[config.mk]
export PLATFORM = sky130hd
export DESIGN_NAME = power_mode_wake_controller
export DESIGN_NICKNAME = d
export VERILOG_FILES = /design/src/pmw_pkg.sv /design/src/watchdog_link_if.sv /design/src/power_mode_wake_controller.sv /design/src/watchdog_counter.sv
export SDC_FILE = /design/constraint.sdc
export NUM_CORES = 1
export LEC_CHECK = 0
export BUFFER_PORTS_ARGS = -buffer_cell sky130_fd_sc_hd__buf_2
export CORE_MARGIN = 4
export CORE_UTILIZATION = 31
export DETAILED_ROUTE_END_ITERATION = 12
export PLACE_DENSITY = 0.54
export RECOVER_POWER = 50
export REMOVE_ABC_BUFFERS = 1
export SYNTH_ARGS = -nofsm -noshare
export SYNTH_HDL_FRONTEND = slang
export SYNTH_SLANG_ARGS = --single-unit
[constraint.sdc]
create_clock -name mclk -period 3.03 [get_ports mclk]
set_clock_uncertainty 0.1 [all_clocks]
set_input_delay 0.303 -clock mclk [delete_from_list [all_inputs] [get_ports mclk]]
set_output_delay 0.303 -clock mclk [all_outputs]
set_load 0.02 [all_outputs]
[src/pmw_pkg.sv]
// shared constants and types for the power mode and wake controller
package pmw_pkg;
  // ==========================================================
  // clocking and timing
  localparam int MCLK_HZ = 40000000;
  localparam int LOW_SPEED_INTERNAL_OSC_HZ = 32000;
  localparam int SLOW_DIV_DEF = MCLK_HZ / LOW_SPEED_INTERNAL_OSC_HZ;
  localparam logic [2:0] SWITCH_SYS_PERIODS = 3'h4;
  localparam int PORTA_W_DEF = 8;
  localparam int IRQ_N_DEF = 4;
  localparam int WDT_CNT_W = 16;
  localparam logic [4:0] WDT_BASE_EXP = 5'h08;
  // ==========================================================
  // register map
  localparam int ADDR_W = 4;
  localparam int DATA_W = 8;
  localparam logic [3:0] REG_CLK = 4'h0;
  localparam logic [3:0] REG_STAT = 4'h1;
  localparam logic [3:0] REG_WAKE = 4'h2;
  localparam logic [3:0] REG_WDT = 4'h3;
  localparam logic [3:0] REG_MODE = 4'h4;
  // ==========================================================
  // field positions
  localparam int F_SEL_LO = 5;
  localparam int F_SEL_HI = 7;
  localparam int F_PEND = 4;
  localparam int F_FAST_FLAG = 3;
  localparam int F_FAST_EN = 2;
  localparam int F_KEEP_FAST = 1;
  localparam int F_KEEP_SLOW = 0;
  localparam int F_PDF = 1;
  localparam int F_EXPIRY = 0;
  localparam int F_WDT_EN = 3;
  localparam int F_WDT_SEL_HI = 2;
  localparam int F_WDT_SEL_LO = 0;
  // ==========================================================
  // reset values and codes
  localparam logic [2:0] SEL_RST = 3'h7;
  localparam logic [2:0] SEL_SLOW = 3'h7;
  localparam logic WDT_EN_RST = 1'h1;
  localparam logic [2:0] WDT_SEL_RST = 3'h7;
  // ==========================================================
  // types
  typedef enum logic [1:0] {
    st_run = 2'h0,
    st_halt = 2'h1,
    st_wake = 2'h2
  } pm_state_t;
  typedef enum logic [1:0] {
    mode_sleep = 2'h0,
    idle_slow_only = 2'h1,
    idle_fast_only = 2'h2,
    idle_both_clocks = 2'h3
  } halt_mode_t;
  typedef enum logic [2:0] {
    cause_pin = 3'h0,
    cause_irq_resume = 3'h1,
    cause_irq_vector = 3'h2,
    cause_wdt = 3'h3,
    cause_ext = 3'h4
  } wake_cause_t;
endpackage

[src/watchdog_link_if.sv]
// signals between the mode controller and its watchdog counter
`timescale 1ns/10ps
interface watchdog_link_if;
  logic tick;
  logic clear;
  logic enable;
  logic [2:0] period_sel;
  logic overflow;
  modport ctl (output tick, output clear, output enable, output period_sel, input overflow);
  modport core (input tick, input clear, input enable, input period_sel, output overflow);
endinterface
[src/power_mode_wake_controller.sv]
// clock select, halt modes, watchdog flags and wake-up sequencing
//
// The implementer's own choices: the register addresses and the strobed register port.
`timescale 1ns/10ps
module power_mode_wake_controller
  import pmw_pkg::*;
#(
  parameter int PORTA_W = PORTA_W_DEF,
  parameter int IRQ_N = IRQ_N_DEF,
  parameter int SLOW_DIV = SLOW_DIV_DEF
)
(
  input wire logic mclk,
  input wire logic nrst,
  input wire logic [ADDR_W-1:0] reg_addr,
  input wire logic [DATA_W-1:0] reg_wdata,
  input wire logic reg_wr,
  input wire logic reg_rd,
  output logic [DATA_W-1:0] reg_rdata,
  input wire logic suspend_exec,
  input wire logic watchdog_clear_instruction,
  input wire logic [IRQ_N-1:0] irq_req,
  input wire logic [IRQ_N-1:0] irq_enable,
  input wire logic stack_full,
  input wire logic [PORTA_W-1:0] porta_pin,
  input wire logic external_reset_pin_n,
  input wire logic fast_osc_ready,
  input wire logic low_speed_internal_osc_ready,
  output logic fast_osc_on,
  output logic low_speed_internal_osc_on,
  output logic sysclk_tick,
  output logic cpu_run,
  output logic resume_pulse,
  output logic vector_pulse,
  output logic full_reset_pulse,
  output logic wdt_reset_pulse,
  output logic pcsp_reset_pulse
);
  localparam int SYNC_W = PORTA_W + 3;
  localparam int SLOW_W = $clog2(SLOW_DIV);
  localparam logic [SLOW_W-1:0] SLOW_LAST = SLOW_W'(SLOW_DIV - 1);
  localparam int I_EXT = 2;
  localparam int I_FAST = 1;
  localparam int I_LOW_SPEED_INTERNAL_OSC = 0;

  // ==========================================================
  // parameter check
  if (PORTA_W < 1 || PORTA_W > DATA_W || IRQ_N < 1 || SLOW_DIV < 2)
  begin : bad_params
    $error("power_mode_wake_controller: unsupported parameters");
  end

  // ==========================================================
  // helpers
  function automatic logic div_hit(input logic [5:0] cnt, input logic [2:0] sel);
    div_hit = (cnt & ((6'h01 << sel) - 6'h01)) == 6'h00;
  endfunction

  function automatic logic tick_of(input logic [2:0] sel, input logic [5:0] cnt,
                                   input logic slow_t, input logic fast_ok);
    // slow code ticks on the slow clock
    if (sel == SEL_SLOW)
      tick_of = slow_t;
    // fast codes divide by two to the code
    else
      tick_of = fast_ok && div_hit(cnt, sel);
  endfunction

  // ==========================================================
  // state
  pm_state_t state;
  halt_mode_t halt_mode;
  wake_cause_t cause;
  logic [2:0] sel_reg;
  logic [2:0] active_sel;
  logic sw_pend;
  logic [2:0] sw_cnt;
  logic fast_en;
  logic keep_fast;
  logic keep_slow;
  logic fast_flag;
  logic powerdown_flag;
  logic expiry;
  logic [PORTA_W-1:0] wake_en;
  logic wdt_en;
  logic [2:0] wdt_sel;
  logic [IRQ_N-1:0] irq_armed;
  logic [5:0] fast_div;
  logic [SLOW_W-1:0] slow_div;
  logic [SYNC_W-1:0] sync1;
  logic [SYNC_W-1:0] sync2;
  logic [SYNC_W-1:0] sync3;
  logic [SYNC_W-1:0] pin_filt;

  watchdog_link_if wd ();

  watchdog_counter u_wdt (
    .mclk (mclk),
    .nrst (nrst),
    .link (wd)
  );

  // ==========================================================
  // pin synchronisers
  wire [SYNC_W-1:0] pin_raw = {porta_pin, external_reset_pin_n,
                               fast_osc_ready, low_speed_internal_osc_ready};
  wire [SYNC_W-1:0] pin_rst = {{(PORTA_W+1){1'b1}}, 2'h0};
  // a change counts only once two late stages agree
  wire [SYNC_W-1:0] agree = ~(sync2 ^ sync3);
  wire [SYNC_W-1:0] next_pin_filt = (sync3 & agree) | (pin_filt & ~agree);

  always_ff @(posedge mclk)
  begin
    if (!nrst)
    begin
      sync1 <= pin_rst;
      sync2 <= pin_rst;
      sync3 <= pin_rst;
      pin_filt <= pin_rst;
    end
    else
    begin
      sync1 <= pin_raw;
      sync2 <= sync1;
      sync3 <= sync2;
      pin_filt <= next_pin_filt;
    end
  end

  wire [PORTA_W-1:0] porta_now = pin_filt[SYNC_W-1:3];
  wire [PORTA_W-1:0] porta_next = next_pin_filt[SYNC_W-1:3];
  wire porta_fall = |(porta_now & ~porta_next & wake_en);
  wire ext_fall = pin_filt[I_EXT] && !next_pin_filt[I_EXT];

  // ==========================================================
  // register decode
  wire wr_clk = reg_wr && reg_addr == REG_CLK;
  wire wr_wake = reg_wr && reg_addr == REG_WAKE;
  wire wr_wdt = reg_wr && reg_addr == REG_WDT;
  wire [2:0] wr_sel = reg_wdata[F_SEL_HI:F_SEL_LO];

  wire [DATA_W-1:0] rd_clk = {sel_reg, sw_pend, fast_flag, fast_en, keep_fast, keep_slow};
  wire [DATA_W-1:0] rd_stat = {6'h00, powerdown_flag, expiry};
  wire [DATA_W-1:0] rd_wake = DATA_W'(wake_en);
  wire [DATA_W-1:0] rd_wdt = {4'h0, wdt_en, wdt_sel};
  wire [DATA_W-1:0] rd_mode = {3'h0, active_sel, state};
  wire [DATA_W-1:0] rd_mux = reg_addr == REG_CLK ? rd_clk :
                             reg_addr == REG_STAT ? rd_stat :
                             reg_addr == REG_WAKE ? rd_wake :
                             reg_addr == REG_WDT ? rd_wdt :
                             reg_addr == REG_MODE ? rd_mode : 8'h00;

  // ==========================================================
  // clock dividers and source ticks
  wire low_speed_internal_osc_ok = low_speed_internal_osc_on && pin_filt[I_LOW_SPEED_INTERNAL_OSC];
  wire fast_ok = fast_osc_on && fast_flag;
  wire slow_tick = low_speed_internal_osc_ok && slow_div == '0;
  wire sys_tick_raw = tick_of(active_sel, fast_div, slow_tick, fast_ok);
  wire target_tick = tick_of(sel_reg, fast_div, slow_tick, fast_ok);
  wire sw_count_done = sw_cnt == SWITCH_SYS_PERIODS;
  wire sw_start = wr_clk && wr_sel != active_sel;

  always_ff @(posedge mclk)
  begin
    if (!nrst)
    begin
      fast_div <= 6'h00;
      slow_div <= '0;
    end
    else
    begin
      fast_div <= fast_div + 6'h01;
      if (low_speed_internal_osc_ok)
        slow_div <= slow_div == SLOW_LAST ? '0 : slow_div + 1'b1;
    end
  end

  // ==========================================================
  // clock switching
  always_ff @(posedge mclk)
  begin
    if (!nrst)
    begin
      active_sel <= SEL_RST;
      sw_pend <= 1'b0;
      sw_cnt <= 3'h0;
    end
    else if (sw_start)
    begin
      sw_pend <= 1'b1;
      sw_cnt <= 3'h0;
    end
    else if (sw_pend)
    begin
      if (!sw_count_done)
      begin
        if (sys_tick_raw)
          sw_cnt <= sw_cnt + 3'h1;
      end
      // target edge needs a stable source
      else if (target_tick)
      begin
        active_sel <= sel_reg;
        sw_pend <= 1'b0;
      end
    end
    else if (wr_clk)
    begin
      sw_cnt <= 3'h0;
    end
  end

  // ==========================================================
  // oscillator requests
  wire need_fast = fast_en || active_sel != SEL_SLOW || (sw_pend && sel_reg != SEL_SLOW);
  wire need_slow = active_sel == SEL_SLOW || (sw_pend && sel_reg == SEL_SLOW);
  wire halted = state == st_halt;
  // sleep drops both clocks, watchdog excepted
  wire next_fast_on = halted ? halt_mode[1] : need_fast;
  wire next_low_speed_internal_osc_on = wdt_en || (halted ? halt_mode[0] : need_slow);
  // flag low while off, set once ready seen
  wire next_fast_flag = next_fast_on && fast_osc_on && (fast_flag || pin_filt[I_FAST]);

  always_ff @(posedge mclk)
  begin
    if (!nrst)
    begin
      fast_osc_on <= 1'b0;
      low_speed_internal_osc_on <= 1'b0;
      fast_flag <= 1'b0;
    end
    else
    begin
      fast_osc_on <= next_fast_on;
      low_speed_internal_osc_on <= next_low_speed_internal_osc_on;
      // restart after slow mode shows here
      fast_flag <= next_fast_flag;
    end
  end

  // ==========================================================
  // software registers
  always_ff @(posedge mclk)
  begin
    if (!nrst)
    begin
      sel_reg <= SEL_RST;
      fast_en <= 1'b0;
      keep_fast <= 1'b0;
      keep_slow <= 1'b0;
      wake_en <= '0;
      wdt_en <= WDT_EN_RST;
      wdt_sel <= WDT_SEL_RST;
      reg_rdata <= 8'h00;
    end
    else
    begin
      if (wr_clk)
      begin
        sel_reg <= wr_sel;
        fast_en <= reg_wdata[F_FAST_EN];
        keep_fast <= reg_wdata[F_KEEP_FAST];
        keep_slow <= reg_wdata[F_KEEP_SLOW];
      end
      if (wr_wake)
        wake_en <= reg_wdata[PORTA_W-1:0];
      if (wr_wdt)
      begin
        wdt_en <= reg_wdata[F_WDT_EN];
        wdt_sel <= reg_wdata[F_WDT_SEL_HI:F_WDT_SEL_LO];
      end
      // read data stands for one cycle only
      reg_rdata <= reg_rd ? rd_mux : 8'h00;
    end
  end

  // ==========================================================
  // watchdog link and flags
  wire suspend_taken = state == st_run && suspend_exec;
  wire wdt_ovf = wd.overflow;

  // cleared on halt entry, clear instruction and reset pin fall
  assign wd.clear = suspend_taken || watchdog_clear_instruction || ext_fall;
  assign wd.tick = slow_tick;
  assign wd.enable = wdt_en;
  assign wd.period_sel = wdt_sel;

  always_ff @(posedge mclk)
  begin
    if (!nrst)
    begin
      powerdown_flag <= 1'b0;
      expiry <= 1'b0;
    end
    else
    begin
      // entry sets powerdown, set beats clear
      if (suspend_taken)
        powerdown_flag <= 1'b1;
      else if (watchdog_clear_instruction)
        powerdown_flag <= 1'b0;
      if (wdt_ovf)
        expiry <= 1'b1;
      else if (suspend_taken)
        expiry <= 1'b0;
    end
  end

  // ==========================================================
  // wake decode
  // requests already set at entry are masked
  wire [IRQ_N-1:0] irq_new = irq_req & ~irq_armed;
  wire irq_wake = |irq_new;
  // enabled irq with stack room takes vector
  wire irq_vec = |(irq_new & irq_enable) && !stack_full;
  // resume waits for the system source
  wire wake_clk_ok = active_sel == SEL_SLOW ? low_speed_internal_osc_ok : fast_ok;
  wire ext_low = !pin_filt[I_EXT];

  // priority: reset pin, watchdog, irq, port A
  wire wake_any = ext_low || wdt_ovf || irq_wake || porta_fall;
  wire [2:0] next_cause = ext_low ? cause_ext :
                          wdt_ovf ? cause_wdt :
                          irq_wake ? (irq_vec ? cause_irq_vector : cause_irq_resume) :
                          cause_pin;

  // ==========================================================
  // mode sequencer
  always_ff @(posedge mclk)
  begin
    if (!nrst)
    begin
      state <= st_run;
      halt_mode <= mode_sleep;
      cause <= cause_pin;
      irq_armed <= '0;
      resume_pulse <= 1'b0;
      vector_pulse <= 1'b0;
      full_reset_pulse <= 1'b0;
      wdt_reset_pulse <= 1'b0;
      pcsp_reset_pulse <= 1'b0;
    end
    else
    begin
      resume_pulse <= 1'b0;
      vector_pulse <= 1'b0;
      full_reset_pulse <= 1'b0;
      wdt_reset_pulse <= 1'b0;
      pcsp_reset_pulse <= 1'b0;
      unique case (state)
        st_run:
        begin
          if (ext_fall)
            full_reset_pulse <= 1'b1;
          else if (wdt_ovf)
            wdt_reset_pulse <= 1'b1;
          else if (suspend_exec)
          begin
            // core freezes; halt mode and the irq requests at entry are latched
            state <= st_halt;
            halt_mode <= halt_mode_t'({keep_fast, keep_slow});
            irq_armed <= irq_req;
          end
        end
        st_halt:
        begin
          if (wake_any)
          begin
            state <= st_wake;
            cause <= wake_cause_t'(next_cause);
          end
        end
        st_wake:
        begin
          if (wake_clk_ok)
          begin
            state <= st_run;
            unique case (cause)
              // reset pin wake gives full reset
              cause_ext: full_reset_pulse <= 1'b1;
              // watchdog wake resets pc and sp only
              cause_wdt: pcsp_reset_pulse <= 1'b1;
              cause_irq_vector: vector_pulse <= 1'b1;
              cause_irq_resume: resume_pulse <= 1'b1;
              cause_pin: resume_pulse <= 1'b1;
              default: resume_pulse <= 1'b1;
            endcase
          end
        end
        default: state <= st_run;
      endcase
    end
  end

  // ==========================================================
  // core clock enable
  // halting stops the tick, so core state simply holds
  always_ff @(posedge mclk)
  begin
    if (!nrst)
    begin
      sysclk_tick <= 1'b0;
      cpu_run <= 1'b1;
    end
    else
    begin
      // no core tick while halted or waking
      sysclk_tick <= state == st_run && !suspend_exec && sys_tick_raw;
      cpu_run <= state == st_run && !suspend_exec;
    end
  end
endmodule

[src/watchdog_counter.sv]
// watchdog counter on slow-clock ticks with selectable period
`timescale 1ns/10ps
module watchdog_counter
  import pmw_pkg::*;
(
  input wire logic mclk,
  input wire logic nrst,
  watchdog_link_if.core link
);
  localparam logic [WDT_CNT_W:0] UNIT = (WDT_CNT_W+1)'(1);

  logic [WDT_CNT_W-1:0] count;

  // ==========================================================
  // period decode
  wire [4:0] exp_sel = WDT_BASE_EXP + {2'h0, link.period_sel};
  wire [WDT_CNT_W:0] span = UNIT << exp_sel;
  wire [WDT_CNT_W:0] span_m1 = span - UNIT;
  wire [WDT_CNT_W-1:0] limit = span_m1[WDT_CNT_W-1:0];
  wire at_limit = count == limit;

  // ==========================================================
  // counter
  always_ff @(posedge mclk)
  begin
    // clear then count only if enabled
    if (!nrst || link.clear)
    begin
      count <= '0;
      link.overflow <= 1'b0;
    end
    else
    begin
      link.overflow <= link.enable && link.tick && at_limit;
      if (link.enable && link.tick)
      begin
        count <= at_limit ? '0 : count + 1'b1;
      end
    end
  end
endmodule

# Word level (Yosys, flattened, before mapping)
# Cells that the tools add are included.
dict set report totals {
  register_bits 134
  inputBits 38
  wordCells 188
  out_inout_bits 17
}
dict set report classes {
  reduce_logical 57
  bitwise_logic 19
  shifts 3
  n_eq_ne 24
  muxes 42
  add_sub_neg 8
}
# op count
set ops {}
lappend ops {{8-bit 2-to-1 mux} 3}
lappend ops {{11-bit bitwise AND} 2}
lappend ops {{11-bit inverter} 2}
lappend ops {{1-bit logical AND} 20}
lappend ops {{1-bit 2-to-1 mux} 20}
lappend ops {{16-bit by 1-bit adder with 16-bit output, second input constant} 1}
lappend ops {{8-bit bitwise AND} 2}
lappend ops {{16-bit == test} 1}
lappend ops {{16-bit 2-to-1 mux} 1}
lappend ops {{2-bit 2-to-1 mux} 8}
lappend ops {{1-bit by 5-bit left shift with 16-bit output, first input constant} 1}
lappend ops {{16-bit by 1-bit subtractor with 16-bit output, second input constant} 1}
lappend ops {{3-bit 2-to-1 mux} 5}
lappend ops {{6-bit bitwise AND} 2}
lappend ops {{3-bit == test, second input constant} 4}
lappend ops {{6-bit logical NOT} 2}
lappend ops {{1-bit by 3-bit left shift with 6-bit output, first input constant} 2}
lappend ops {{6-bit by 1-bit subtractor with 6-bit output, second input constant} 2}
lappend ops {{11-bit by 1-bit adder with 11-bit output, second input constant} 1}
lappend ops {{11-bit == test, second input constant} 1}
lappend ops {{11-bit logical NOT} 1}
lappend ops {{1-bit logical OR} 11}
lappend ops {{11-bit 2-to-1 mux} 1}
lappend ops {{11-bit OR} 1}
lappend ops {{33 further kinds} 58}

# Longest topological paths before layout
# Gate-level depths: netlist (run 1).
dict set report logic_depth {
  word_depth 12
  ltp_mapped 9
  ltp_nobuf 8
}

# By module
# A second synthesis (run 1) with hierarchy kept.
dict set report unflattened {
  cells_unflattened 631
  area_unflattened_um2 5755.5
}
# module instances seq_area_each_um2 cells_each area_each_um2
set modules_own_cells {}
lappend modules_own_cells {power_mode_wake_controller 1 2342.2 509 4743.3}
lappend modules_own_cells {watchdog_counter 1 340.3 122 1012.2}

# Worst setup path after synthesis (run 1)
# OpenSTA, ideal clock, no wires.
dict set report synth_timing {
  path_kind {reg-to-reg}
  startpoint {register active_sel[2]}
  endpoint {register sw_cnt[0]}
  setup_slack_ps 590
  period_less_slack_ps 2440
  path_buffers 1
  required_ps 2812
  arrival_time_ps 2222
  setup_time_ps 118
  stages_incl_launch_ff 9
  cell_sequence {dfxtp_1 > buf_2 > or3_1 > ha_1 > or4b_2 > nand2_1 > o21ai_0 > a31o_2 > mux2i_1}
}
dict set report synth_via {
  elab_chain_cells 8
  word_cells_on_any_way 12
  cone_classes {1 x add/sub; 3 x eq/ne; 1 x shift; 1 x mux; 1 x bitwise; 5 x reduce/logical}
}
# item line_no
set synth_rtl {}
lappend synth_rtl {{from (decl)} power_mode_wake_controller.sv:75} ;# logic [2:0] active_sel;
lappend synth_rtl {{from (signal assigned)} power_mode_wake_controller.sv:203} ;# active_sel <= sel_reg;
lappend synth_rtl {{1-bit by 3-bit left shift with 6-bit output} power_mode_wake_controller.sv:56} ;# div_hit = (cnt & ((6'h01 << sel) - 6'h01)) == 6'h00;
lappend synth_rtl {{6-bit by 1-bit subtractor with 6-bit output} power_mode_wake_controller.sv:56}
lappend synth_rtl {{6-bit bitwise AND} power_mode_wake_controller.sv:56}
lappend synth_rtl {{6-bit logical NOT} power_mode_wake_controller.sv:56}
lappend synth_rtl {{1-bit logical AND} power_mode_wake_controller.sv:66} ;# tick_of = fast_ok && div_hit(cnt, sel);
lappend synth_rtl {{1-bit 2-to-1 mux} power_mode_wake_controller.sv:62} ;# if (sel == SEL_SLOW)
lappend synth_rtl {{2-bit by 1-bit inequality test with 1-bit output (no source line)} --}
lappend synth_rtl {{3-bit AND reduction (no source line)} --}
lappend synth_rtl {{to (signal assigned)} power_mode_wake_controller.sv:198} ;# sw_cnt <= sw_cnt + 3'h1;
lappend synth_rtl {{to (decl)} power_mode_wake_controller.sv:77} ;# logic [2:0] sw_cnt;
# Parallel ways exist; a longest one is shown, timed or not.
# A chain may end at the register's enable or synchronous reset.

# Final worst setup path (run 1)
# Ends and elaborated chain as after synthesis.

==> metrics.md, run 1 <==
| Metric | Value |
|---|---|
| F_max | `approximately 0.39 GHz` |
| RSZ-0062 raised after global routing | `no` |
| Postcts setup bufs | `0` |
| Non-Filler Instances | `978` |
| Critical-path maximum fanout | `11` |
| Critical-path cell list | `or3_1, ha_1, or4b_2, nand2_1, o21ai_0, a31o_2, mux2i_1` |
| Count leader, synth | `dfxtp_1` |
| Overflow left after global routing | `0` |
| Leak pwr | `about 2.7 nW` |
| Max Root-Sink Buffers | `2` |
| Worst rel slew slack | `roughly 7.0%` |
| Die area | `0.0216 mm2` |
| CP Buf/Inv Count | `0` |
| Clk pwr share | `between 50% and 60%` |
| DR vias/cell | `roughly 5.0` |
| Setup violations, final | `0` |
| Post-CTS Hold Buffers | `11` |
| First-pass GRT wire length | `roughly 24,000 um` |
| Grt met1 use | `17.3%` |
| Largest delay share family, worst path | `simple AND/OR/NAND/NOR gates` |
| Pwr Density | `598 mW/mm2` |
| Reg-to-reg endpoint | `sw_cnt[0]` |
| Critical Path RT | `3.24 ns` |
| Critical path depth in cells | `7` |
| Die height | `between 100 and 150 um` |
| Sw Share | `a little under a quarter` |
| Most instantiated cells after synthesis | `dfxtp_1, nor2_1, nand2_1, a21oi_1, nand2b_1` |
| CTS resizes | `0` |
| #FFs+latches synth | `approximately 130` |
| Via count | `slightly below 5k` |
| Final Util | `between 30% and 40%` |
| Row Count | `50` |
| N_diodes | `0` |
| Die W | `approximately 150 um` |
| Largest register by flop count | `u_wdt.count` |
| Sink Count | `between 100 and 150` |
| Worst IR Drop VDD | `~0.40 mV` |
| Max Slew Vio Count | `0` |
| Crit share post-route | `between 80% and 90%` |
| EDFF count, synth | `0` |
| Seq. cell area | `0.00268 mm2` |
| Max FFs per register | `16` |
| Slowest library cell on the worst path | `or4b_2` |
| Multi-input logic area | `between 0.003 and 0.004 mm2` |
| Capture point of the critical path | `sw_cnt[0]` |
| R2r setup slk | `0.44 ns` |
| Setup TNS | `0 ns` |
| Vias in the first global route | `around 4.7k` |
| CTS H-tree lvls | `4` |
| Final Instance Area | `between 0.007 and 0.008 mm2` |
| Drc violations | `0` |
| Nets | `753` |
| GRT busiest layer | `met2` |
| I/O pins | `55` |
| 1st-iter DRT viols | `about 370` |
| Async SR Flop Fraction | `0%` |
| Post-Syn Area | `about 0.006 mm2` |
| Yosys cell types | `74` |
| Mean Syn Cell Area | `between 9 and 10 um2` |
| Port bufs | `54` |
| Share of cells above drive strength 1 | `approximately 14%` |
| Clock Latency Late Sink | `between 0.4 and 0.5 ns` |
| Main area contributors after synthesis | `dfxtp_1, mux2i_1, nor2_1` |
| Post-Syn Instances | `645` |
| Min cycle time layout | `around 2.6 ns` |
| Final hold violation count | `0` |
| Largest net degree at the start of global routing | `38` |
| WL per Instance | `around 15 um` |
| Hold Crit Class | `input pin to register` |
| Post-synth top area cell | `dfxtp_1` |
| Clk slew on worst S/H paths | `0.06 ns` |
| Post-route ant nets | `0` |
| Crit path from | `active_sel[2]` |
| Worst setup SP type | `register` |
| Warnings from Yosys | `0` |
| WS Path Type | `register to register` |
| Most used DFF post-synth | `dfxtp_1` |
| Dpl hpwl | `around 10,000 um` |
| GRT Total Usage | `between 10% and 20%` |
| Initial antenna violation count | `1` |
| Crit end category | `register` |
| Placed cells | `approximately 940` |
| Critical path's largest stage delay | `between 0.6 and 0.7 ns` |
| Area of the core | `0.0188 mm2` |
| Final wirelength | `~14,000 um` |
| Fill count | `around 1.9k` |
| Seq pwr share | `43.4%` |
| Root buffer cell | `clkbuf_16` |
| Clock buffer count from CTS | `17` |
| Area grow syn2layout | `20.1%` |
| CTS tree | `yes` |
| M2 GR Usage | `22.1%` |
| Outcome | `finished, final reports clean` |
| Synth top area share | `44.8%` |
| Initial Util | `a little under a third` |
| Combinational power share | `approximately 6.1%` |
| Drt first pass iters | `5` |
| Worst Path Arrival | `2.81 ns` |
| Post-synthesis sequential area ratio | `between 40% and 50%` |
| Internal power | `between 3 and 4 mW` |
| Dpl cell area | `around 0.0065 mm2` |
| Worst-Margin Slew | `roughly 1.4 ns` |
| Max Cap Viol | `0` |
| NetSw | `993 uW` |
| Gpl congestion | `~0.82` |
| Worst flop-to-flop path startpoint | `active_sel[2]` |
| Global-route track usage on met3 | `4.84%` |
| Worst r2r path cells | `7` |
==> kinds of logic (layout without fill, tap and decap cells) <==
logic type / after synthesis / after routing / synth area share (%)
and+or+nand+nor: 275 / 275 / 26.1
DFF: 134 / 134 / 44.8
AOI/OAI and AO/OA: 115 / 115 / 13.0
buffers and inverters: 50 / 123 / 3.91
xor gates and xnor gates: 31 / 31 / 4.54
muxes: 31 / 31 / 5.71
adders and majority gates: 9 / 9 / 1.88
==> power groups by stage <==
| stage | logic [mW] | registers, mW | clock network (mW) |
|---|---|---|---|
| 2_1_floorplan | 0.147 | 1.89 | 0 |
| 3_3_place_gp | 0.253 | 1.90 | 0 |
| 3_5_place_dp | 0.254 | 1.91 | 0 |
| 4_1_cts | 0.266 | 1.87 | 2.22 |
| 5_1_grt | 0.292 | 1.88 | 2.30 |
| 6_report | 0.262 | 1.87 | 2.17 |
==> per-stage QoR <==
stage          setup WS [ns]  hold WS [ns]  total power, mW
2_1_floorplan          0.646         0.265             2.04
3_3_place_gp           0.547         0.290             2.15
3_5_place_dp           0.471         0.292             2.16
4_1_cts                0.459        0.0234             4.35
5_1_grt                0.226        0.0304             4.46
6_report               0.436        0.0242             4.30
==> how the worst min path moves through the flow <==
stage	from	endpoint	slack (ns)	cells after the start
final	reg_wdata[4]	rd_wake[4]	0.02	3
after global routing	reg_wdata[4]	rd_wake[4]	0.03	3
after CTS	reg_wdata[4]	rd_wake[4]	0.02	3
after detailed placement	sync1[5]	sync2[5]	0.29	1
after global placement	sync1[4]	sync2[4]	0.29	1
after floorplan	nrst	wd.enable	0.26	1
==> final cells by class <==
class | instances | area share, %
Timing Repair Buffer | 73 | 5.76
Clock inverter | 10 | 1.99
Clock buffer | 21 | 6.69
Multi-Input combinational cell | 461 | 42.7
Tap cell | 260 | 4.53
Sequential cell | 134 | 37.3
Inverter | 19 | 0.993
==> cells in the final DEF, fill, tap and decap left out, types with 4 or more instances in the layout <==
cell / n
clkbuf_16: 17
nand3b_1: 6
dfxtp_1: 134
clkbuf_1: 17
nor2_1: 66
nor2b_1: 6
inv_1: 18
o21ai_0: 24
nor4_1: 8
xor2_1: 13
a211oi_2: 5
and3_1: 5
dlygate4sd3_1: 11
xnor2_1: 18
a21oi_1: 38
nor3b_1: 5
clkbuf_8: 4
nand2b_1: 35
mux2i_1: 27
nor3_1: 12
buf_2: 39
ha_1: 9
nand4_1: 7
a211oi_1: 15
or3_1: 6
nand3_1: 30
and2_1: 7
buf_4: 6
and2_0: 4
nand2_1: 43
nor4bb_1: 11
==> per-layer routing <==
metal  routed length [um]  share of wire (%)  up-vias
met1                 6660                 46     2316
met4                  145                1.0        2
li1                     -                  -     2410
met5                   19               0.13        -
met2                 6760                 47      107
met3                  815                5.7       11
==> tightest hold or removal path, stage by stage <==
cell	delay, ns
buf_2	0.08
mux2i_1	0.06
nor2_1	0.07
(Power assumes the default switching activity.)
==> run 2, diff against run 1 <==
- PLACE_DENSITY: 0.54 -> 0.56
- SYNTH_HIERARCHICAL: unset -> 1
- clock period: 3.03 -> 2.1 ns (I/O delays scaled with it)
==> run 2 against run 1 <==
  * The flow now finishes with violations (negative setup slack)
  * Via count is 1.9% lower
  * Sequential share of layout area down 2.3 points
  * Non-clock buffer count up 68
  * Clock-buffer cell count is 2 lower
  * First-iteration DRC count shrank 42%
  * Clock power up 41%
  * Register-to-register slack got worse by 0.73 ns
  * Highest routed layer is now met4
==> metrics.md, run 2 <==
| Metric | Value |
|---|---|
| Post-route setup slack | `-0.293 ns (was 0.436 ns)` |
| Initial Util | `31.8% (about the same)` |
| Share of cells above drive strength 1 | `24.3% (was 14.5%)` |
| 1st-iter DRT viols | `218 (was 373)` |
| Dpl cell area | `0.00662 mm2 (was 0.00648 mm2)` |
| WHS Path Cells | `4 (was 3)` |
| Final Instance Area | `0.00767 mm2 (was 0.00718 mm2)` |
| Mean Syn Cell Area | `9.12 um2 (was 9.28 um2)` |
| CTS H-tree lvls | `4 (unchanged)` |
| Outcome | `finished with violations (was finished, final reports clean)` |
| Most used DFF post-synth | `dfxtp_1 (unchanged)` |
| Largest register by flop count | `u_wdt/count (was u_wdt.count)` |
| Synth top area share | `46.6% (was 44.8%)` |
| Max Root-Sink Buffers | `2 (unchanged)` |
| Placed cells | `944 (was 936)` |
| Crit share post-route | `114% (was 85.6%)` |
| Root buffer cell | `clkbuf_16 (unchanged)` |
| Count leader, synth | `dfxtp_1 (unchanged)` |
| Final hold violation count | `0 (unchanged)` |
| Crit end category | `register (unchanged)` |
| Area grow syn2layout | `33.3% (was 20.1%)` |
| Non-Filler Instances | `1,006 (was 978)` |
| Post-synth top area cell | `dfxtp_1 (unchanged)` |
| Post-Syn Instances | `631 (was 645)` |
| GRT Total Usage | `13.9% (was 13.6%)` |
| Max FFs per register | `16 (unchanged)` |
| Worst Hold Margin | `0.0834 ns (was 0.0242 ns)` |
| Max Slew Vio Count | `0 (unchanged)` |
| Drc violations | `0 (unchanged)` |
| Violated checks | `negative setup slack` |
| Min cycle time layout | `2.39 ns (was 2.59 ns)` |
| Vias in the first global route | `4,594 (was 4,674)` |
| Warnings from Yosys | `6 (was 0)` |
| Drt first pass iters | `4 (was 5)` |
| Pwr Density | `788 mW/mm2 (was 598 mW/mm2)` |
| I/O pins | `55 (unchanged)` |
| Worst flop-to-flop path startpoint | `wd.period_sel[2] (was active_sel[2])` |
| Area of the core | `0.0181 mm2 (was 0.0188 mm2)` |
| Die W | `144 um (was 147 um)` |
| Async SR Flop Fraction | `0% (unchanged)` |
| Critical-path maximum fanout | `7 (was 11)` |
| #FFs+latches synth | `134 (unchanged)` |
| Max Cap Viol | `0 (unchanged)` |
| Worst r2r path cells | `8 (was 7)` |
| Clock buffer count from CTS | `17 (unchanged)` |
| DR vias/cell | `4.73 (was 4.96)` |
| Overflow left after global routing | `0 (unchanged)` |
| Clock Latency Late Sink | `0.42 ns (was 0.43 ns)` |
| Setup TNS | `-4.91 ns (was 0 ns)` |
| Crit path from | `wd.period_sel[2] (was active_sel[2])` |
| CTS tree | `yes (unchanged)` |
| Largest net degree at the start of global routing | `32 (was 38)` |
| Final wirelength | `13,600 um (was 14,400 um)` |
| EDFF count, synth | `0 (unchanged)` |
| First-pass GRT wire length | `23,000 um (was 23,700 um)` |
| Clk slew on worst S/H paths | `0.06 ns (about the same)` |
| WL per Instance | `13.5 um (was 14.7 um)` |
| N_diodes | `0 (unchanged)` |
| Post-synthesis sequential area ratio | `46.6% (was 44.8%)` |
| Critical Path RT | `2.31 ns (was 3.24 ns)` |
| RSZ-0062 raised after global routing | `yes (was no)` |
| Post-route ant nets | `0 (unchanged)` |
| Worst IR Drop VDD | `0.617 mV (was 0.400 mV)` |
| Via count | `4,754 (was 4,846)` |
| Dpl hpwl | `9600 um (was 10,200 um)` |
| Worst-Margin Slew | `0.780 ns (was 1.39 ns)` |
| Commonest non-fill, non-tap cell in the layout | `dfxtp_1 (unchanged)` |
| Yosys cell types | `65 (was 74)` |
| Hold Crit Class | `input pin to register (unchanged)` |
| Nets | `812 (was 753)` |
| Worst rel slew slack | `48.0% (was 7.02%)` |
| Gpl congestion | `0.781 (was 0.822)` |
| Initial antenna violation count | `0 (was 1)` |
| Sink Count | `134 (unchanged)` |
| Fill count | `1,729 (was 1,854)` |
| Die height | `144 um (was 147 um)` |
| Worst Path Arrival | `2.60 ns (was 2.81 ns)` |
| Main area contributors after synthesis | `dfxtp_1, nor2_1, mux2i_1 (was dfxtp_1, mux2i_1, nor2_1)` |
| Setup violations, final | `18 (was 0)` |
| Port bufs | `54 (unchanged)` |
| Most frequent cells in the layout | `dfxtp_1, nor2_1, buf_4, buf_2, nand2_1 (was dfxtp_1, nor2_1, nand2_1, buf_2, a21oi_1)` |
| Post-Syn Area | `0.00576 mm2 (was 0.00598 mm2)` |
| Worst setup SP type | `register (unchanged)` |
| Hold wc startpoint | `stack_full (was reg_wdata[4])` |
| Overall power | `6.04 mW (was 4.30 mW)` |
| Row Count | `49 (was 50)` |
| Leak pwr | `2.98 nW (was 2.65 nW)` |
| F_max | `0.418 GHz (was 0.386 GHz)` |
| WS Path Type | `register to register (unchanged)` |
| Die area | `0.0208 mm2 (was 0.0216 mm2)` |
| Most instantiated cells after synthesis | `dfxtp_1, nor2_1, nand2_1, nand2b_1 (was dfxtp_1, nor2_1, nand2_1, a21oi_1, nand2b_1)` |
[run 2: critical path, cell delays in order (launching register included)]
cell and delay [ns]:
dfxtp_2 0.32, or3_4 0.39, ha_4 0.19, buf_4 0.13
buf_4 0.14, or4_1 0.46, nand4_1 0.24, a31o_4 0.25
nor2_1 0.06
[run 2: worst paths after layout]
kind                     end  slack [ns]
min reg2reg         sync2[5]        0.30
max          u_wdt/count[14]       -0.29
min                 cause[1]        0.08
max reg2reg  u_wdt/count[14]       -0.29
[run 2: through the flow]
stage	setup slack, ns	util, %
final	-0.293	42.4
after detailed placement	-0.522	36.6
after floorplan	-0.579	-
after global routing	-0.363	42.4
after global placement	-0.474	36.6
after CTS	-0.314	42.0
[run 2: layout make-up]
type                            count  area, um2  area share [%]
Timing Repair Buffer              141        981            12.8
Tap cell                          229        287            3.73
Sequential cell                   134       2690            35.0
Inverter                           15       56.3           0.734
Clock buffer                       19        433            5.64
Clock inverter                     13        171            2.23
Multi-Input combinational cell    455       3060            39.9
[run 2: logic make-up (layout without fill, tap and decap cells)]
kind of cell	count (synthesis)	count (layout)	synth area share (%)
buffers and inverters	43	188	3.20
AO/OA/AOI/OAI	93	94	11.0
flip-flops	134	134	46.6
adder cells (fa/ha/maj)	10	10	2.17
multiplexers	31	31	5.72
XOR/XNOR	38	38	5.78
AND/OR/NAND/NOR	282	282	25.5
[run 2: per-layer routing]
metal | share of wire [%] | up-vias | track usage [%]
li1 | - | 2471 | -
met4 | 1.8 | 0 | 5.45
met1 | 48 | 2190 | 18.1
met3 | 3.3 | 15 | 3.37
met2 | 47 | 78 | 22.3
met5 | 0 | - | 0
[run 2: repair_timing]
action	4_1_cts	5_1_grt
setup endpoints to repair	18	25
endpoints found under the hold margin	35	0
hold buffers	26	0
pin swaps	16	9
resized for setup	18	19
gates cloned	1	0
buffers inserted	2	1
[run 2: power by group]
group	switching, mW	internal (mW)	leakage (nW)	total (mW)
clock	1.17	1.89	0.289	3.05
sequential	0.0356	2.60	1.09	2.64
combinational	0.185	0.169	1.61	0.354
==> run 3, diff against run 2 <==
- CELL_PAD_IN_SITES_DETAIL_PLACEMENT: unset -> 1
- CELL_PAD_IN_SITES_GLOBAL_PLACEMENT: unset -> 1
- PLACE_DENSITY: 0.56 -> 0.67
==> run 3 against run 2 <==
  * Maximum frequency shrank 7.3%
  * Combinational power grew 3%
  * Critical path depth is the same
  * Sequential share of layout area is essentially flat
  * Setup slack lost 0.19 ns
  * Non-clock buffer count grew 1
  * The run still ends with negative setup slack left
==> metrics.md, run 3 (same netlist as run 2, synthesis figures left out) <==
| Metric | Value |
|---|---|
| Initial Util | `31.8% (unchanged)` |
| Max Cap Viol | `0 (unchanged)` |
| Drc violations | `0 (unchanged)` |
| CTS tree | `yes (unchanged)` |
| Die height | `144 um (unchanged)` |
| WHS Path Cells | `2 (was 4)` |
| Leak pwr | `2.93 nW (was 2.98 nW)` |
| I/O pins | `55 (unchanged)` |
| Clk slew on worst S/H paths | `0.05 ns (was 0.06 ns)` |
| Gpl congestion | `0.804 (was 0.781)` |
| WL per Instance | `16.4 um (was 13.5 um)` |
| Final Instance Area | `0.00769 mm2 (was 0.00767 mm2)` |
| DR vias/cell | `5.02 (was 4.73)` |
| Worst r2r path cells | `8 (unchanged)` |
| M2 GR Usage | `30.1% (was 22.3%)` |
| Crit end category | `register (unchanged)` |
| First-pass GRT wire length | `27,600 um (was 23,000 um)` |
| 1st-iter DRT viols | `239 (was 218)` |
| Share of cells above drive strength 1 | `25.8% (was 24.3%)` |
| Area of the core | `0.0181 mm2 (unchanged)` |
| RSZ-0062 raised after global routing | `yes (unchanged)` |
| Via count | `5,043 (was 4,754)` |
| CTS H-tree lvls | `4 (unchanged)` |
| Critical path's largest stage delay | `0.52 ns (was 0.46 ns)` |
| Post-route ant nets | `0 (unchanged)` |
| Drt first pass iters | `4 (unchanged)` |
| Post-route setup slack | `-0.482 ns (was -0.293 ns)` |
| Worst-Margin Slew | `0.917 ns (was 0.780 ns)` |
| Reg-to-reg endpoint | `u_wdt/count[8] (was u_wdt/count[14])` |
| Initial antenna violation count | `0 (unchanged)` |
| N_diodes | `0 (unchanged)` |
| Overflow left after global routing | `0 (unchanged)` |
| Global-route track usage on met3 | `4.17% (was 3.37%)` |
| Area grow syn2layout | `33.5% (was 33.3%)` |
| Min cycle time layout | `2.58 ns (was 2.39 ns)` |
| Final hold violation count | `0 (unchanged)` |
| Worst rel slew slack | `38.9% (was 48.0%)` |
| Most frequent cells in the layout | `dfxtp_1, nor2_1, buf_4, buf_2, nand2_1 (unchanged)` |
| Setup TNS | `-8.44 ns (was -4.91 ns)` |
| Outcome | `finished with violations (unchanged)` |
| Worst flop-to-flop path startpoint | `wd.period_sel[2] (unchanged)` |
| R2r setup slk | `-0.48 ns (was -0.29 ns)` |
| Hold wc startpoint | `reg_addr[0] (was stack_full)` |
| Root buffer cell | `clkbuf_16 (unchanged)` |
| Largest net degree at the start of global routing | `32 (unchanged)` |
| F_max | `0.387 GHz (was 0.418 GHz)` |
| Max Root-Sink Buffers | `2 (unchanged)` |
| GRT busiest layer | `met2 (unchanged)` |
| Sink Count | `134 (unchanged)` |
| Crit share post-route | `123% (was 114%)` |
| Row Count | `49 (unchanged)` |
| Clock Latency Late Sink | `0.42 ns (about the same)` |
| Hold EP | `reg_rdata[4] (was cause[1])` |
| Hold Crit Class | `input pin to register (unchanged)` |
| Setup violations, final | `39 (was 18)` |
| Critical-path cell list | `or3_4, ha_4, xnor2_1, or4_4, a2111oi_4, buf_4, a31o_4, nor2_1 (was or3_4, ha_4, buf_4, buf_4, or4_1, nand4_1, a31o_4, nor2_1)` |
| Worst Path Arrival | `2.79 ns (was 2.60 ns)` |
| Die W | `144 um (unchanged)` |
| Pwr Density | `744 mW/mm2 (was 788 mW/mm2)` |
| Die area | `0.0208 mm2 (unchanged)` |
| Pre-CTS setup slack | `-0.566 ns (was -0.522 ns)` |
| Port bufs | `54 (unchanged)` |
| WS Path Type | `register to register (unchanged)` |
| GRT Total Usage | `16.8% (was 13.9%)` |
| Commonest non-fill, non-tap cell in the layout | `dfxtp_1 (unchanged)` |
| Dpl cell area | `0.00660 mm2 (was 0.00662 mm2)` |
| Max FFs per register | `16 (unchanged)` |
| Clock buffer count from CTS | `17 (unchanged)` |
| Grt met1 use | `19.6% (was 18.1%)` |
| Slowest library cell on the worst path | `or4_4 (was or4_1)` |
| Worst IR Drop VDD | `0.519 mV (was 0.617 mV)` |
| Final wirelength | `16,500 um (was 13,600 um)` |
| Vias in the first global route | `5,496 (was 4,594)` |
| Critical Path RT | `2.31 ns (about the same)` |
| Worst setup SP type | `register (unchanged)` |
| Critical-path maximum fanout | `7 (unchanged)` |
| Worst Hold Margin | `0.0869 ns (was 0.0834 ns)` |
| Max Slew Vio Count | `0 (unchanged)` |
| Nets | `813 (was 812)` |
| Violated checks | `negative setup slack (unchanged)` |
| Largest register by flop count | `u_wdt/count (unchanged)` |
| Dpl hpwl | `11,600 um (was 9600 um)` |
run 3: cell count changes in the layout (fill, tap and decap cells not counted), sizes merged:
cell / previous run / this run
bufinv: 3 / 1
clkinv: 5 / 7
clkinvlp: 2 / 3
buf: 109 / 105
clkbuf: 25 / 29
inv: 18 / 16
run 3: routing by layer:
metal	up-vias	routed length [um]
li1	2472	-
met1	2468	7120
met2	81	8590
met3	22	489
met4	0	312
met5	-	0
run 3: area by class of cell:
| type | count | area (um2) |
|---|---|---|
| inverter | 15 | 58.8 |
| tap | 229 | 287 |
| fill | 2067 | 10400 |
| clock inverter | 12 | 108 |
| timing repair buffer | 142 | 1000 |
| sequential | 134 | 2690 |
| clock buffer | 18 | 429 |
| multi-input combinational | 455 | 3110 |
run 3: worst max path at each step:
stage | from | to | slack, ns
2_1_floorplan | active_sel[2] | sw_cnt[0] | -0.58
3_3_place_gp | active_sel[2] | sw_cnt[2] | -0.49
3_5_place_dp | active_sel[2] | sw_cnt[2] | -0.57
4_1_cts | slow_div[10] | u_wdt/count[8] | -0.36
5_1_grt | wd.period_sel[2] | u_wdt/count[8] | -0.57
6_report | wd.period_sel[2] | u_wdt/count[8] | -0.48
run 3: what timing repair did:
| action | 4_1_cts | 5_1_grt |
|---|---|---|
| setup endpoints to repair | 20 | 27 |
| hold buffers | 26 | 0 |
| cloned | 1 | 0 |
| endpoints found under the hold margin | 35 | 0 |
| setup buffers | 4 | 6 |
| pin swaps | 15 | 17 |
| gates resized for setup | 27 | 40 |
run 3: critical path: cells and delay by family, from the launching register on:
kind | cells | cell delay (ns)
AO/OA/AOI/OAI | 2 | 0.55
flip-flops | 1 | 0.32
buffers and inverters | 1 | 0.19
XOR/XNOR | 1 | 0.12
AND/OR/NAND/NOR | 3 | 0.98
adder cells (fa/ha/maj) | 1 | 0.22
run 3: power by group:
group / internal (mW) / switching [mW] / total, mW
logic: 0.165 / 0.200 / 0.366
clock network: 1.61 / 1.10 / 2.71
registers: 2.60 / 0.0394 / 2.64
run 3: through the flow:
stage	std cells	total power [mW]	util, %
final	1005	5.72	42.5
after global routing	1005	5.96	42.5
after CTS	1000	5.80	41.6
after detailed placement	940	3.02	36.5
after global placement	940	3.01	36.5
after floorplan	603	2.85	-
